`config.mk`:
```
export PLATFORM = sky130hd
export DESIGN_NAME = e1fc_top
export DESIGN_NICKNAME = d
export VERILOG_FILES = /design/src/core/e1fc_pkg.sv /design/src/core/e1fc_sp_if.sv /design/src/core/e1fc_serial_port.sv /design/src/core/e1fc_top.sv
export SDC_FILE = /design/constraint.sdc
export NUM_CORES = 1
export LEC_CHECK = 0
export BUFFER_PORTS_ARGS = -buffer_cell sky130_fd_sc_hd__clkbuf_2
export CAP_MARGIN = 20
export CORE_MARGIN = 4
export CORE_UTILIZATION = 63
export CTS_BUF_LIST = sky130_fd_sc_hd__clkbuf_2
export CTS_CLUSTER_SIZE = 16
export DETAILED_ROUTE_END_ITERATION = 16
export PLACE_DENSITY = 0.82
export SETUP_SLACK_MARGIN = 0.02
export SLEW_MARGIN = 20
export SYNTH_ARGS = -nofsm -noshare
export SYNTH_HDL_FRONTEND = slang
export SYNTH_SLANG_ARGS = --single-unit
export TNS_END_PERCENT = 100
```
`constraint.sdc`:
```
create_clock -name clk -period 2.91 [get_ports clk]
set_input_delay 0.582 -clock clk [delete_from_list [all_inputs] [get_ports clk]]
set_output_delay 0.582 -clock clk [all_outputs]
set_load 0.1 [all_outputs]
```
`src/core/e1fc_pkg.sv`:
```
// Package: register map, field positions, reset values and timing constants of the framer control
package e1fc_pkg;
  // ==========================================================================
  // Register addresses (address nibble of the command byte)
  localparam logic [3:0] ADDR_RCV = 4'h1;
  localparam logic [3:0] ADDR_CMN = 4'h2;
  localparam logic [7:0] CMN_RESET = 8'h00;
  localparam logic [7:0] RCV_RESET = 8'h00;
  localparam logic [7:0] CMN_MASK = 8'h7f;
  localparam logic [7:0] RCV_MASK = 8'h3f;
  // ==========================================================================
  // Common control fields
  localparam int CMN_LOCAL_LOOPBACK = 0;
  localparam int CMN_SYNC_ALGORITHM_SELECT = 1;
  localparam int CMN_RX_CRC4_ENABLE = 2;
  localparam int CMN_TX_CRC4_ENABLE = 3;
  localparam int CMN_RX_HDB3_ENABLE = 4;
  localparam int CMN_TX_HDB3_ENABLE = 5;
  localparam int CMN_TX_ALIGN_FRAME_POSITION = 6;
  // Receive control fields
  localparam int RCV_RESYNC = 0;
  localparam int RCV_AUTO_RESYNC_DISABLE = 1;
  // ==========================================================================
  // Frame structure
  localparam logic [4:0] TS_ALIGN = 5'd0;
  localparam logic [4:0] TS_SIGNALING = 5'd16;
  localparam logic [5:0] CRC_MFAS_PATTERN = 6'b001011;
  // Resync thresholds
  localparam logic [1:0] FAS_ERR_LIMIT = 2'd3;
  localparam logic [1:0] CAS_ERR_LIMIT = 2'd2;
  localparam logic [9:0] CRC_WINDOW = 10'd1000;
  localparam logic [9:0] CRC_BAD_LIMIT = 10'd915;
  localparam logic [1:0] CRC_MF_NEEDED = 2'd2;
  // ==========================================================================
  // Timing
  localparam int CLK_HZ = 200_000_000;
  localparam int CRC_MF_WAIT_MS = 12;
  localparam int CRC_MF_WAIT_NEW_MS = 8;
  localparam int CRC_MF_WAIT_CYC = CRC_MF_WAIT_MS * (CLK_HZ / 1000);
  localparam int CRC_MF_WAIT_NEW_CYC = CRC_MF_WAIT_NEW_MS * (CLK_HZ / 1000);
endpackage

```
`src/core/e1fc_sp_if.sv`:
```
// Interface between the serial command port and the register bank
interface e1fc_sp_if;
  logic wr_stb;
  logic [3:0] addr;
  logic [7:0] wdata;
  logic [7:0] rdata;
  logic sdo;
  logic sdo_oe_n;
  modport port (output wr_stb, output addr, output wdata, input rdata,
                output sdo, output sdo_oe_n);
  modport regs (input wr_stb, input addr, input wdata, output rdata,
                input sdo, input sdo_oe_n);
endinterface

```
`src/core/e1fc_serial_port.sv`:
```
// Serial command port: address/command byte then one data byte, LSB first
module e1fc_serial_port (
  input wire logic clk,
  input wire logic rst_n,
  input wire logic sclk_rise,
  input wire logic sclk_fall,
  input wire logic cs_n,
  input wire logic sdi,
  e1fc_sp_if.port sp
);
  import e1fc_pkg::*;

  logic [3:0] cnt_q;
  logic [7:0] sh_q;
  logic [7:0] acb_q;
  logic [7:0] rd_q;
  logic done_q;

  // ==========================================================================
  // Shift in on rising serial clock; a deasserted select restarts the frame
  always_ff @(posedge clk or negedge rst_n) begin
    if (!rst_n) begin
      cnt_q <= 4'h0;
      sh_q <= 8'h00;
      acb_q <= 8'h00;
      done_q <= 1'b0;
    end else if (cs_n) begin
      cnt_q <= 4'h0;
      done_q <= 1'b0;
    end else if (sclk_rise && !done_q) begin
      sh_q <= {sdi, sh_q[7:1]};
      cnt_q <= cnt_q + 4'h1;
      if (cnt_q == 4'h7) begin
        acb_q <= {sdi, sh_q[7:1]};
      end
      if (cnt_q == 4'hf) begin
        done_q <= 1'b1; // Extra bits after one byte are ignored
      end
    end
  end

  // Write strobe after the eighth data bit of a write command
  always_ff @(posedge clk or negedge rst_n) begin
    if (!rst_n) begin
      sp.wr_stb <= 1'b0;
      sp.wdata <= 8'h00;
      sp.addr <= 4'h0;
    end else begin
      sp.wr_stb <= !cs_n && sclk_rise && !done_q && cnt_q == 4'hf && !acb_q[0];
      sp.wdata <= {sdi, sh_q[7:1]};
      sp.addr <= acb_q[4:1];
    end
  end

  // Read data leaves on falling edges; the pin is released except during a read
  always_ff @(posedge clk or negedge rst_n) begin
    if (!rst_n) begin
      rd_q <= 8'h00;
      sp.sdo <= 1'b0;
      sp.sdo_oe_n <= 1'b1;
    end else if (cs_n) begin
      sp.sdo_oe_n <= 1'b1;
    end else if (sclk_fall && cnt_q >= 4'h8 && !done_q && acb_q[0]) begin
      if (cnt_q == 4'h8) begin
        sp.sdo <= sp.rdata[0];
        rd_q <= {1'b0, sp.rdata[7:1]};
      end else begin
        sp.sdo <= rd_q[0];
        rd_q <= {1'b0, rd_q[7:1]};
      end
      sp.sdo_oe_n <= 1'b0;
    end else if (sclk_fall && done_q) begin
      sp.sdo_oe_n <= 1'b1;
    end
  end
endmodule // e1fc_serial_port

```
`src/core/e1fc_top.sv`:
```
// Framer control register bank with line coding, CRC4 insertion and resync control
// Functional notes
// - CCS mode: timeslot 16 from serial input
// - CCS framing ignores align-frame-position bit
// - CRC4 replaces international bit frames 0-12,14
// - Receive rails decoded AMI or HDB3
// - Common register written on receive clock
// - Loopback feeds transmit rails into receiver
// - Three bad alignment words restart search
// - Two bad CAS alignment words restart search
// - 915 of 1000 CRC errors restart
// - CRC4 multiframe sync within timeout, else restart
module e1fc_top #(
  parameter int CRC_MF_WAIT = e1fc_pkg::CRC_MF_WAIT_CYC,
  parameter int CRC_MF_WAIT_NEW = e1fc_pkg::CRC_MF_WAIT_NEW_CYC
) (
  input wire logic clk,
  input wire logic rst_n,
  input wire logic sclk,
  input wire logic cs_n,
  input wire logic sdi,
  output logic sdo,
  output logic sdo_oe_n,
  input wire logic transmit_line_clock,
  input wire logic rx_line_clock,
  input wire logic rx_positive_rail,
  input wire logic rx_negative_rail,
  input wire logic transmit_serial_input,
  input wire logic signaling_data_input,
  input wire logic test_pin,
  input wire logic tx_ccs_mode,
  input wire logic tx_sig_from_input,
  input wire logic frame_aligned,
  input wire logic fas_word_ok,
  input wire logic fas_word_bad,
  input wire logic cas_word_ok,
  input wire logic cas_word_bad,
  input wire logic crc_word_ok,
  input wire logic crc_word_bad,
  input wire logic crc_mfas_found,
  output logic tx_positive_rail,
  output logic tx_negative_rail,
  output logic rx_data,
  output logic rx_data_valid,
  output logic resync_pulse,
  output logic crc4_sync,
  output logic [7:0] common_control,
  output logic [7:0] receive_control
);
  import e1fc_pkg::*;

  e1fc_sp_if sp ();

  // ==========================================================================
  // Pin synchronisers: all ten pins pass two flops before use
  logic [9:0] s1_q;
  logic [9:0] s2_q;
  logic [2:0] clk_old_q;
  always_ff @(posedge clk or negedge rst_n) begin
    if (!rst_n) begin
      s1_q <= 10'h000;
      s2_q <= 10'h000;
      clk_old_q <= 3'h0;
    end else begin
      s1_q <= {test_pin, signaling_data_input, transmit_serial_input, rx_negative_rail,
               rx_positive_rail, rx_line_clock, transmit_line_clock, sdi, ~cs_n, sclk};
      s2_q <= s1_q;
      clk_old_q <= {s2_q[4], s2_q[3], s2_q[0]};
    end
  end
  logic sclk_rise, sclk_fall, tx_edge, pin_rx_edge, test_s;
  assign sclk_rise = s2_q[0] && !clk_old_q[0];
  assign sclk_fall = !s2_q[0] && clk_old_q[0];
  assign tx_edge = s2_q[3] && !clk_old_q[1];
  assign pin_rx_edge = s2_q[4] && !clk_old_q[2];
  assign test_s = s2_q[9];

  e1fc_serial_port u_port (
    .clk(clk),
    .rst_n(rst_n),
    .sclk_rise(sclk_rise),
    .sclk_fall(sclk_fall),
    .cs_n(~s2_q[1]),
    .sdi(s2_q[2]),
    .sp(sp)
  );

  // ==========================================================================
  // Registers
  logic [7:0] cmn_q;
  logic [7:0] rcv_q;
  logic pend_q;
  logic [3:0] pend_addr_q;
  logic [7:0] pend_data_q;
  logic rx_edge;
  logic loop_en, hdb_tx, hdb_rx, crc_tx, new_alg;
  assign loop_en = cmn_q[CMN_LOCAL_LOOPBACK];
  assign hdb_tx = cmn_q[CMN_TX_HDB3_ENABLE];
  assign hdb_rx = cmn_q[CMN_RX_HDB3_ENABLE];
  assign crc_tx = cmn_q[CMN_TX_CRC4_ENABLE];
  assign new_alg = cmn_q[CMN_SYNC_ALGORITHM_SELECT] || test_s;
  // Receive edge comes from the transmit clock while looped back
  assign rx_edge = loop_en ? tx_edge : pin_rx_edge;

  // Writes wait for a receive clock edge; a stopped receive clock stalls them
  always_ff @(posedge clk or negedge rst_n) begin
    if (!rst_n) begin
      cmn_q <= CMN_RESET;
      rcv_q <= RCV_RESET;
      pend_q <= 1'b0;
      pend_addr_q <= 4'h0;
      pend_data_q <= 8'h00;
    end else begin
      if (sp.wr_stb) begin
        pend_q <= 1'b1;
        pend_addr_q <= sp.addr;
        pend_data_q <= sp.wdata;
      end else if (pend_q && rx_edge) begin
        pend_q <= 1'b0;
        if (pend_addr_q == ADDR_CMN) begin
          cmn_q <= pend_data_q & CMN_MASK;
        end
        if (pend_addr_q == ADDR_RCV) begin
          rcv_q <= pend_data_q & RCV_MASK;
        end
      end
    end
  end
  assign sp.rdata = (sp.addr == ADDR_CMN) ? cmn_q : (sp.addr == ADDR_RCV) ? rcv_q : 8'h00;

  always_ff @(posedge clk or negedge rst_n) begin
    if (!rst_n) begin
      common_control <= CMN_RESET;
      receive_control <= RCV_RESET;
      sdo <= 1'b0;
      sdo_oe_n <= 1'b1;
    end else begin
      common_control <= cmn_q;
      receive_control <= rcv_q;
      sdo <= sp.sdo;
      sdo_oe_n <= sp.sdo_oe_n;
    end
  end

  // ==========================================================================
  // Transmit frame counters and bit selection
  logic [2:0] bit_q;
  logic [4:0] ts_q;
  logic [3:0] frm_q;
  logic [3:0] crc_q;
  logic [3:0] crc_lat_q;
  logic [3:0] cas_frm;
  logic tx_bit, ib_slot;
  // Align offset only moves the CAS multiframe, never CCS framing
  assign cas_frm = frm_q ^ {3'b000, cmn_q[CMN_TX_ALIGN_FRAME_POSITION] && !tx_ccs_mode};
  assign ib_slot = crc_tx && ts_q == TS_ALIGN && bit_q == 3'd0 && frm_q != 4'd13 && frm_q != 4'd15;
  always_comb begin
    tx_bit = s2_q[7];
    if (ts_q == TS_SIGNALING && !tx_ccs_mode) begin
      if (cas_frm == 4'd0 && bit_q < 3'd4) begin
        tx_bit = 1'b0;
      end else if (tx_sig_from_input && bit_q >= 3'd4) begin
        tx_bit = s2_q[8];
      end
    end
    // In CCS mode the signaling input is ignored
    if (ib_slot) begin
      tx_bit = frm_q[0] ? CRC_MFAS_PATTERN[3'd5 - frm_q[3:1]]
                        : crc_lat_q[2'd3 - frm_q[2:1]];
    end
  end

  always_ff @(posedge clk or negedge rst_n) begin
    if (!rst_n) begin
      bit_q <= 3'd0;
      ts_q <= 5'd0;
      frm_q <= 4'd0;
      crc_q <= 4'h0;
      crc_lat_q <= 4'h0;
    end else if (tx_edge) begin
      bit_q <= bit_q + 3'd1;
      if (bit_q == 3'd7) begin
        ts_q <= ts_q + 5'd1;
        if (ts_q == 5'd31) begin
          frm_q <= frm_q + 4'd1;
        end
      end
      // CRC4 over each half multiframe, with check bit slots counted as zero
      if (bit_q == 3'd7 && ts_q == 5'd31 && frm_q[2:0] == 3'd7) begin
        crc_lat_q <= crc_next(crc_q, tx_bit);
        crc_q <= 4'h0;
      end else begin
        crc_q <= crc_next(crc_q, tx_bit && !(ib_slot && !frm_q[0]));
      end
    end
  end

  function automatic logic [3:0] crc_next(input logic [3:0] c, input logic d);
    logic fb;
    fb = d ^ c[3];
    crc_next = {c[2], c[1], c[0] ^ fb, fb};
  endfunction

  // ==========================================================================
  // Line encoder: three-bit lookahead finds four-zero runs for HDB3
  logic [3:0] enc_sh_q;
  logic [1:0] sub_q;
  logic last_pol_q;
  logic odd_q;
  always_ff @(posedge clk or negedge rst_n) begin
    if (!rst_n) begin
      enc_sh_q <= 4'h0;
      sub_q <= 2'd0;
      last_pol_q <= 1'b0;
      odd_q <= 1'b0;
      tx_positive_rail <= 1'b0;
      tx_negative_rail <= 1'b0;
    end else if (tx_edge) begin
      enc_sh_q <= {enc_sh_q[2:0], tx_bit};
      tx_positive_rail <= 1'b0;
      tx_negative_rail <= 1'b0;
      if (sub_q != 2'd0) begin
        sub_q <= sub_q - 2'd1;
        if (sub_q == 2'd1) begin
          tx_positive_rail <= last_pol_q; // Violation repeats last polarity
          tx_negative_rail <= !last_pol_q;
          odd_q <= 1'b0;
        end
      end else if (hdb_tx && enc_sh_q == 4'h0) begin
        sub_q <= 2'd3;
        if (!odd_q) begin
          tx_positive_rail <= !last_pol_q; // Balancing pulse keeps DC even
          tx_negative_rail <= last_pol_q;
          last_pol_q <= !last_pol_q;
        end
      end else if (enc_sh_q[3]) begin
        tx_positive_rail <= !last_pol_q; // Alternate mark inversion
        tx_negative_rail <= last_pol_q;
        last_pol_q <= !last_pol_q;
        odd_q <= !odd_q;
      end
    end
  end

  // ==========================================================================
  // Line decoder: a violation erases itself and the three bits before it
  logic rp, rn;
  logic [3:0] dec_sh_q;
  logic rx_pol_q;
  assign rp = loop_en ? tx_positive_rail : s2_q[5];
  assign rn = loop_en ? tx_negative_rail : s2_q[6];
  always_ff @(posedge clk or negedge rst_n) begin
    if (!rst_n) begin
      dec_sh_q <= 4'h0;
      rx_pol_q <= 1'b0;
      rx_data <= 1'b0;
      rx_data_valid <= 1'b0;
    end else begin
      rx_data_valid <= rx_edge;
      if (rx_edge) begin
        rx_data <= dec_sh_q[3];
        if (rp || rn) begin
          rx_pol_q <= rp;
        end
        if (hdb_rx && (rp || rn) && rp == rx_pol_q) begin
          dec_sh_q <= 4'h0;
        end else begin
          dec_sh_q <= {dec_sh_q[2:0], rp || rn};
        end
      end
    end
  end

  // ==========================================================================
  // Resync control
  logic auto_en;
  logic [1:0] fas_err_q;
  logic [1:0] cas_err_q;
  logic [9:0] crc_win_q;
  logic [9:0] crc_bad_q;
  logic [31:0] mf_tmr_q;
  logic [1:0] mf_cnt_q;
  logic hunting_q;
  logic aligned_old_q;
  logic manual_old_q;
  logic fas_trip, cas_trip, crc_trip, mf_timeout, manual_trip;
  assign auto_en = !rcv_q[RCV_AUTO_RESYNC_DISABLE];
  assign fas_trip = auto_en && fas_word_bad && fas_err_q == FAS_ERR_LIMIT - 2'd1;
  assign cas_trip = auto_en && cas_word_bad && cas_err_q == CAS_ERR_LIMIT - 2'd1;
  assign crc_trip = new_alg && crc_word_bad && crc_bad_q >= CRC_BAD_LIMIT - 10'd1
                    && crc_win_q != CRC_WINDOW;
  assign mf_timeout = hunting_q
                      && mf_tmr_q >= (new_alg ? CRC_MF_WAIT_NEW : CRC_MF_WAIT) - 1;
  assign manual_trip = rcv_q[RCV_RESYNC] && !manual_old_q;

  // Consecutive error counters; a good word or a restart clears them
  always_ff @(posedge clk or negedge rst_n) begin
    if (!rst_n) begin
      fas_err_q <= 2'd0;
      cas_err_q <= 2'd0;
    end else if (resync_pulse) begin
      fas_err_q <= 2'd0;
      cas_err_q <= 2'd0;
    end else begin
      if (fas_word_bad) begin
        fas_err_q <= fas_trip ? 2'd0 : fas_err_q + 2'd1;
      end else if (fas_word_ok) begin
        fas_err_q <= 2'd0;
      end
      if (cas_word_bad) begin
        cas_err_q <= cas_trip ? 2'd0 : cas_err_q + 2'd1;
      end else if (cas_word_ok) begin
        cas_err_q <= 2'd0;
      end
    end
  end

  // CRC word error rate over windows of 1000 words
  always_ff @(posedge clk or negedge rst_n) begin
    if (!rst_n) begin
      crc_win_q <= 10'd0;
      crc_bad_q <= 10'd0;
    end else if (resync_pulse || (crc_win_q == CRC_WINDOW - 10'd1 && (crc_word_ok
                 || crc_word_bad))) begin
      crc_win_q <= 10'd0;
      crc_bad_q <= 10'd0;
    end else if (crc_word_ok || crc_word_bad) begin
      crc_win_q <= crc_win_q + 10'd1;
      crc_bad_q <= crc_bad_q + {9'd0, crc_word_bad};
    end
  end

  // CRC4 multiframe hunt starts when frame alignment is gained
  always_ff @(posedge clk or negedge rst_n) begin
    if (!rst_n) begin
      hunting_q <= 1'b0;
      mf_tmr_q <= 32'd0;
      mf_cnt_q <= 2'd0;
      crc4_sync <= 1'b0;
      aligned_old_q <= 1'b0;
    end else begin
      aligned_old_q <= frame_aligned;
      if (resync_pulse || !frame_aligned) begin
        hunting_q <= 1'b0;
        crc4_sync <= 1'b0;
      end else if (frame_aligned && !aligned_old_q && cmn_q[CMN_RX_CRC4_ENABLE]) begin
        hunting_q <= 1'b1;
        mf_tmr_q <= 32'd0;
        mf_cnt_q <= 2'd0;
      end else if (hunting_q) begin
        mf_tmr_q <= mf_tmr_q + 32'd1;
        // Stop hunting as the restart leaves, so the timeout pulse lasts one cycle
        if (mf_timeout && !crc_mfas_found) begin
          hunting_q <= 1'b0;
        end
        if (crc_mfas_found) begin
          mf_cnt_q <= mf_cnt_q + 2'd1;
          if (mf_cnt_q == CRC_MF_NEEDED - 2'd1) begin
            crc4_sync <= 1'b1;
            hunting_q <= 1'b0;
          end
        end
      end
    end
  end

  // One restart pulse for any trip; software resync acts on a rising bit
  always_ff @(posedge clk or negedge rst_n) begin
    if (!rst_n) begin
      resync_pulse <= 1'b0;
      manual_old_q <= 1'b0;
    end else begin
      manual_old_q <= rcv_q[RCV_RESYNC];
      resync_pulse <= fas_trip || cas_trip || crc_trip || manual_trip
                      || (mf_timeout && !crc_mfas_found);
    end
  end
endmodule // e1fc_top

```
==> PnR_summary.wiki <==
{| class="wikitable"
! Metric !! Value
|-
| Synth Area per Inst || 11.3 um2
|-
| Layout overhead on the synthesized area || 8.38%
|-
| Overflow left after global routing || 0
|-
| Leakage component of the power || 0.00464 uW
|-
| Most common library cell in the layout ignoring fill and taps || dfrtp_1
|-
| Pins over their slew limit || 0
|-
| Depth of the CTS H-tree || 4
|-
| Clk Latency, worst-skew pair || 0.78 ns
|-
| Setup repair after global routing missed its margin || false
|-
| Initial standard-cell utilization of the core || 64.2%
|-
| M1 GR Usage || 29.4%
|-
| Via count of the first global-routing pass || 6179
|-
| Nature of the critical path endpoint || flop
|-
| Die extent in y || 127 um
|-
| Path category of the worst min-delay check || input port to flop
|-
| Clock Path Buffers || 2
|-
| Part of the cycle the worst path needs || 89.2%
|-
| Wire length of the first global-routing pass || 29.3 mm
|-
| Worst max-slew margin expressed relative to the limit || 47.7%
|-
| Fill count || 955
|-
| Placeable Area || 0.0139 mm2
|-
| Ant. Diodes || 0
|-
| Cell breakdown of the critical path || or2_1 > ha_1 > nand3_1 > nor2_1 > nand2_1 > a2111oi_0 > nand4bb_1 > a31oi_1
|-
| DRT Wirelength || 16.7 mm
|-
| Initial drt markers || 364
|-
| Power density over the cells || 542 mW/mm2
|-
| Clock input transition at the sequential cells of the worst setup and hold paths || 0.28 ns
|-
| CTS buffer count || 17
|-
| GR Util All Layers || 22.4%
|-
| CP max FO || 10
|-
| Worst-margin pin slew || 0.779 ns
|-
| Maximum clock frequency || 385 MHz
|-
| Number of enable flip-flop cells after synthesis || 0
|-
| Clock tree from TritonCTS || done
|-
| Combined buffer and inverter count along the critical path || 0
|-
| VDD IR max || 0.388 mV
|-
| Total of max-cap violations || 0
|-
| Wire length per cell || 16.1 um
|-
| Largest stage delay on the critical path || 0.66 ns
|-
| Die Outline Area || 0.0161 mm2
|-
| Critical path class || flop to flop
|-
| Yosys cell types || 73
|-
| Global-route layer with the greatest usage || met2
|-
| Share of the yosys chip area belonging to registers || 55.9%
|-
| Total number of placement rows || 43
|-
| CTS Hold Buffers Added || 12
|-
| Gates resized, CTS repair || 0
|-
| Most frequently used flop master after synthesis || dfrtp_1
|-
| Status || finished, final reports clean
|-
| Gp weighted congestion || 0.886
|-
| I/O pin total || 46
|-
| Avg Vias per Cell || 5.78
|-
| Total number of yosys warnings || 0
|-
| Layout Cell Area excl Fill || 0.00966 mm2
|-
| Pin count of the biggest net entering global routing || 74
|-
| Sum Neg Setup Slack || 0 ns
|-
| Die outline width || 127 um
|-
| Commonest non-fill, non-tap cells in the layout || dfrtp_1, nor2_1, nand2_1
|-
| DRC violations left || 0
|-
| Required time worst endpoint || 3.60 ns
|-
| Number of sinks on the clock net || 199
|-
| Clk Tree Root Cell || clkbuf_2
|-
| Drt pass-1 iters || 5
|-
| Maximum clock skew at final layout || 0.0368 ns
|-
| Netlist area before placement || 0.00891 mm2
|-
| Fraction of layout cells with a size suffix above 1 || 16.2%
|-
| Number of cells produced by synthesis || 788
|-
| GR Util met3 || 4.29%
|-
| Area after DPL || 0.00930 mm2
|-
| Final-stage net count || 894
|-
| Count of port buffers added during placement || 42
|-
| Routed vias || 5999
|-
| GR Util met2 || 37.2%
|-
| Number of antenna violations at the first check in global routing || 0
|-
| Post-DP HPWL || 12.2 mm
|-
| CP delay by family, top || simple AND/OR/NAND/NOR gates
|-
| Fraction of synthesis flops using an asynchronous set or reset pin || 100%
|-
| Number of flip-flops and latches in the synthesized netlist || 199
|-
| Number of hold-slack violations in the final timing report || 0
|-
| Critical path launch point type || flop
|-
| Finish-stage setup viols || 0
|-
| Remaining antenna violation count || 0
|-
| Worst path slowest cell || a2111oi_0
|-
| Final critical delay including setup and external delays || 2.59 ns
|-
| Crit path arrival time || 3.28 ns
|-
| Post-CTS repair timing setup buffer count || 0
|}
==> routing by layer <==
metal / up-vias / part of all wire, %
met5: - / 0
met4: 0 / 2.1
met3: 36 / 3.2
met2: 125 / 51
met1: 2981 / 44
li1: 2857 / -
==> synthesized netlist by cell type (5+ instances only) <==
cell type | n | area share (%)
inv_1 | 26 | 1.1
mux2_4 | 13 | 2.2
and2_1 | 6 | 0.42
nor3b_1 | 5 | 0.42
mux2_1 | 5 | 0.63
buf_2 | 6 | 0.34
or3_1 | 13 | 0.91
nor3_1 | 7 | 0.39
clkbuf_1 | 13 | 0.55
a21oi_1 | 28 | 1.6
ha_1 | 28 | 3.9
nor2b_1 | 11 | 0.77
nand2b_1 | 6 | 0.42
and3_1 | 9 | 0.63
a22o_1 | 12 | 1.2
a22oi_1 | 8 | 0.67
nand4_1 | 18 | 1.3
xor2_1 | 25 | 2.5
nand3_1 | 28 | 1.6
nor4_1 | 6 | 0.42
buf_4 | 5 | 0.42
mux2_2 | 22 | 2.8
o21ai_0 | 32 | 1.8
dfrtp_1 | 197 | 55
xnor2_1 | 26 | 2.6
nor2_1 | 77 | 3.2
mux2i_1 | 6 | 0.67
nand2_1 | 74 | 3.1
==> where the power goes <==
group	switching [uW]	internal (uW)	total (uW)	leakage, uW
Combinational	428	274	702	0.00187
Clock	954	344	1300	0.000144
Sequential	221	3010	3230	0.00263
Total	1600	3630	5230	0.00464
==> worst reg2reg max path, cell delays in order (launching register included) <==
cell and delay (ns):
dfrtp_1 0.50, or2_1 0.40, ha_1 0.37, nand3_1 0.09
nor2_1 0.13, nand2_1 0.06, a2111oi_0 0.66, nand4bb_1 0.22
a31oi_1 0.09
==> kinds of logic after synthesis <==
logic type      synth area share (%)
fa+ha+maj                       3.93
flops                           55.9
other cells                   0.0421
simple gates                    17.0
xor+xnor                        5.01
mux                             6.53
buf+inv                         2.95
compound gates                  8.62
==> per-stage QoR <==
stage	setup WS, ns	utilization, %	total power [uW]	instances	hold slack (ns)
final	0.316	69.6	5230	1037	0.110
after floorplan	0.628	-	3730	790	0.286
after detailed placement	0.415	67.0	3980	993	0.335
after global routing	0.132	69.6	5520	1037	0.0562
after global placement	0.638	67.0	3910	993	0.334
after CTS	0.299	69.6	5290	1037	0.0445
==> sequential cells by signal, summed over array words and instances (netlist names), 5 cells and up <==
signal and count:
mf_tmr_q 32, crc_bad_q 10, crc_win_q 10, s1_q 10, s2_q 10, cmn_q 7, common_control 7, pend_data_q 7
u_port.sh_q 7, u_port.sp.wdata 7, rcv_q 6, receive_control 6, u_port.rd_q 6, ts_q 5, u_port.acb_q 5
==> final cells by class <==
cell class              instances  area (um2)  area share (%)
flip-flops and latches        199        4980            51.6
multi-input cells             534        3670            38.0
repair buffers                 64         439            4.55
well taps                     180         225            2.33
clock inverters                14         143            1.48
inverters                      28         105            1.09
clock buffers                  18        90.1           0.933
==> final timing paths <==
kind                                 from      endpoint  slack (ns)  cells past startpoint
min in group asynchronous           rst_n  mf_tmr_q[26]        0.34                      2
setup reg to reg                 cmn_q[1]     hunting_q        0.32                      8
setup / recovery                 cmn_q[1]     hunting_q        0.32                      8
hold reg to reg                   s2_q[4]  clk_old_q[2]        0.38                      0
max in group asynchronous           rst_n  crc_bad_q[3]        1.73                      3
hold / removal             crc_mfas_found  resync_pulse        0.11                      3
Note: power is estimated with default switching activity, not from simulation.
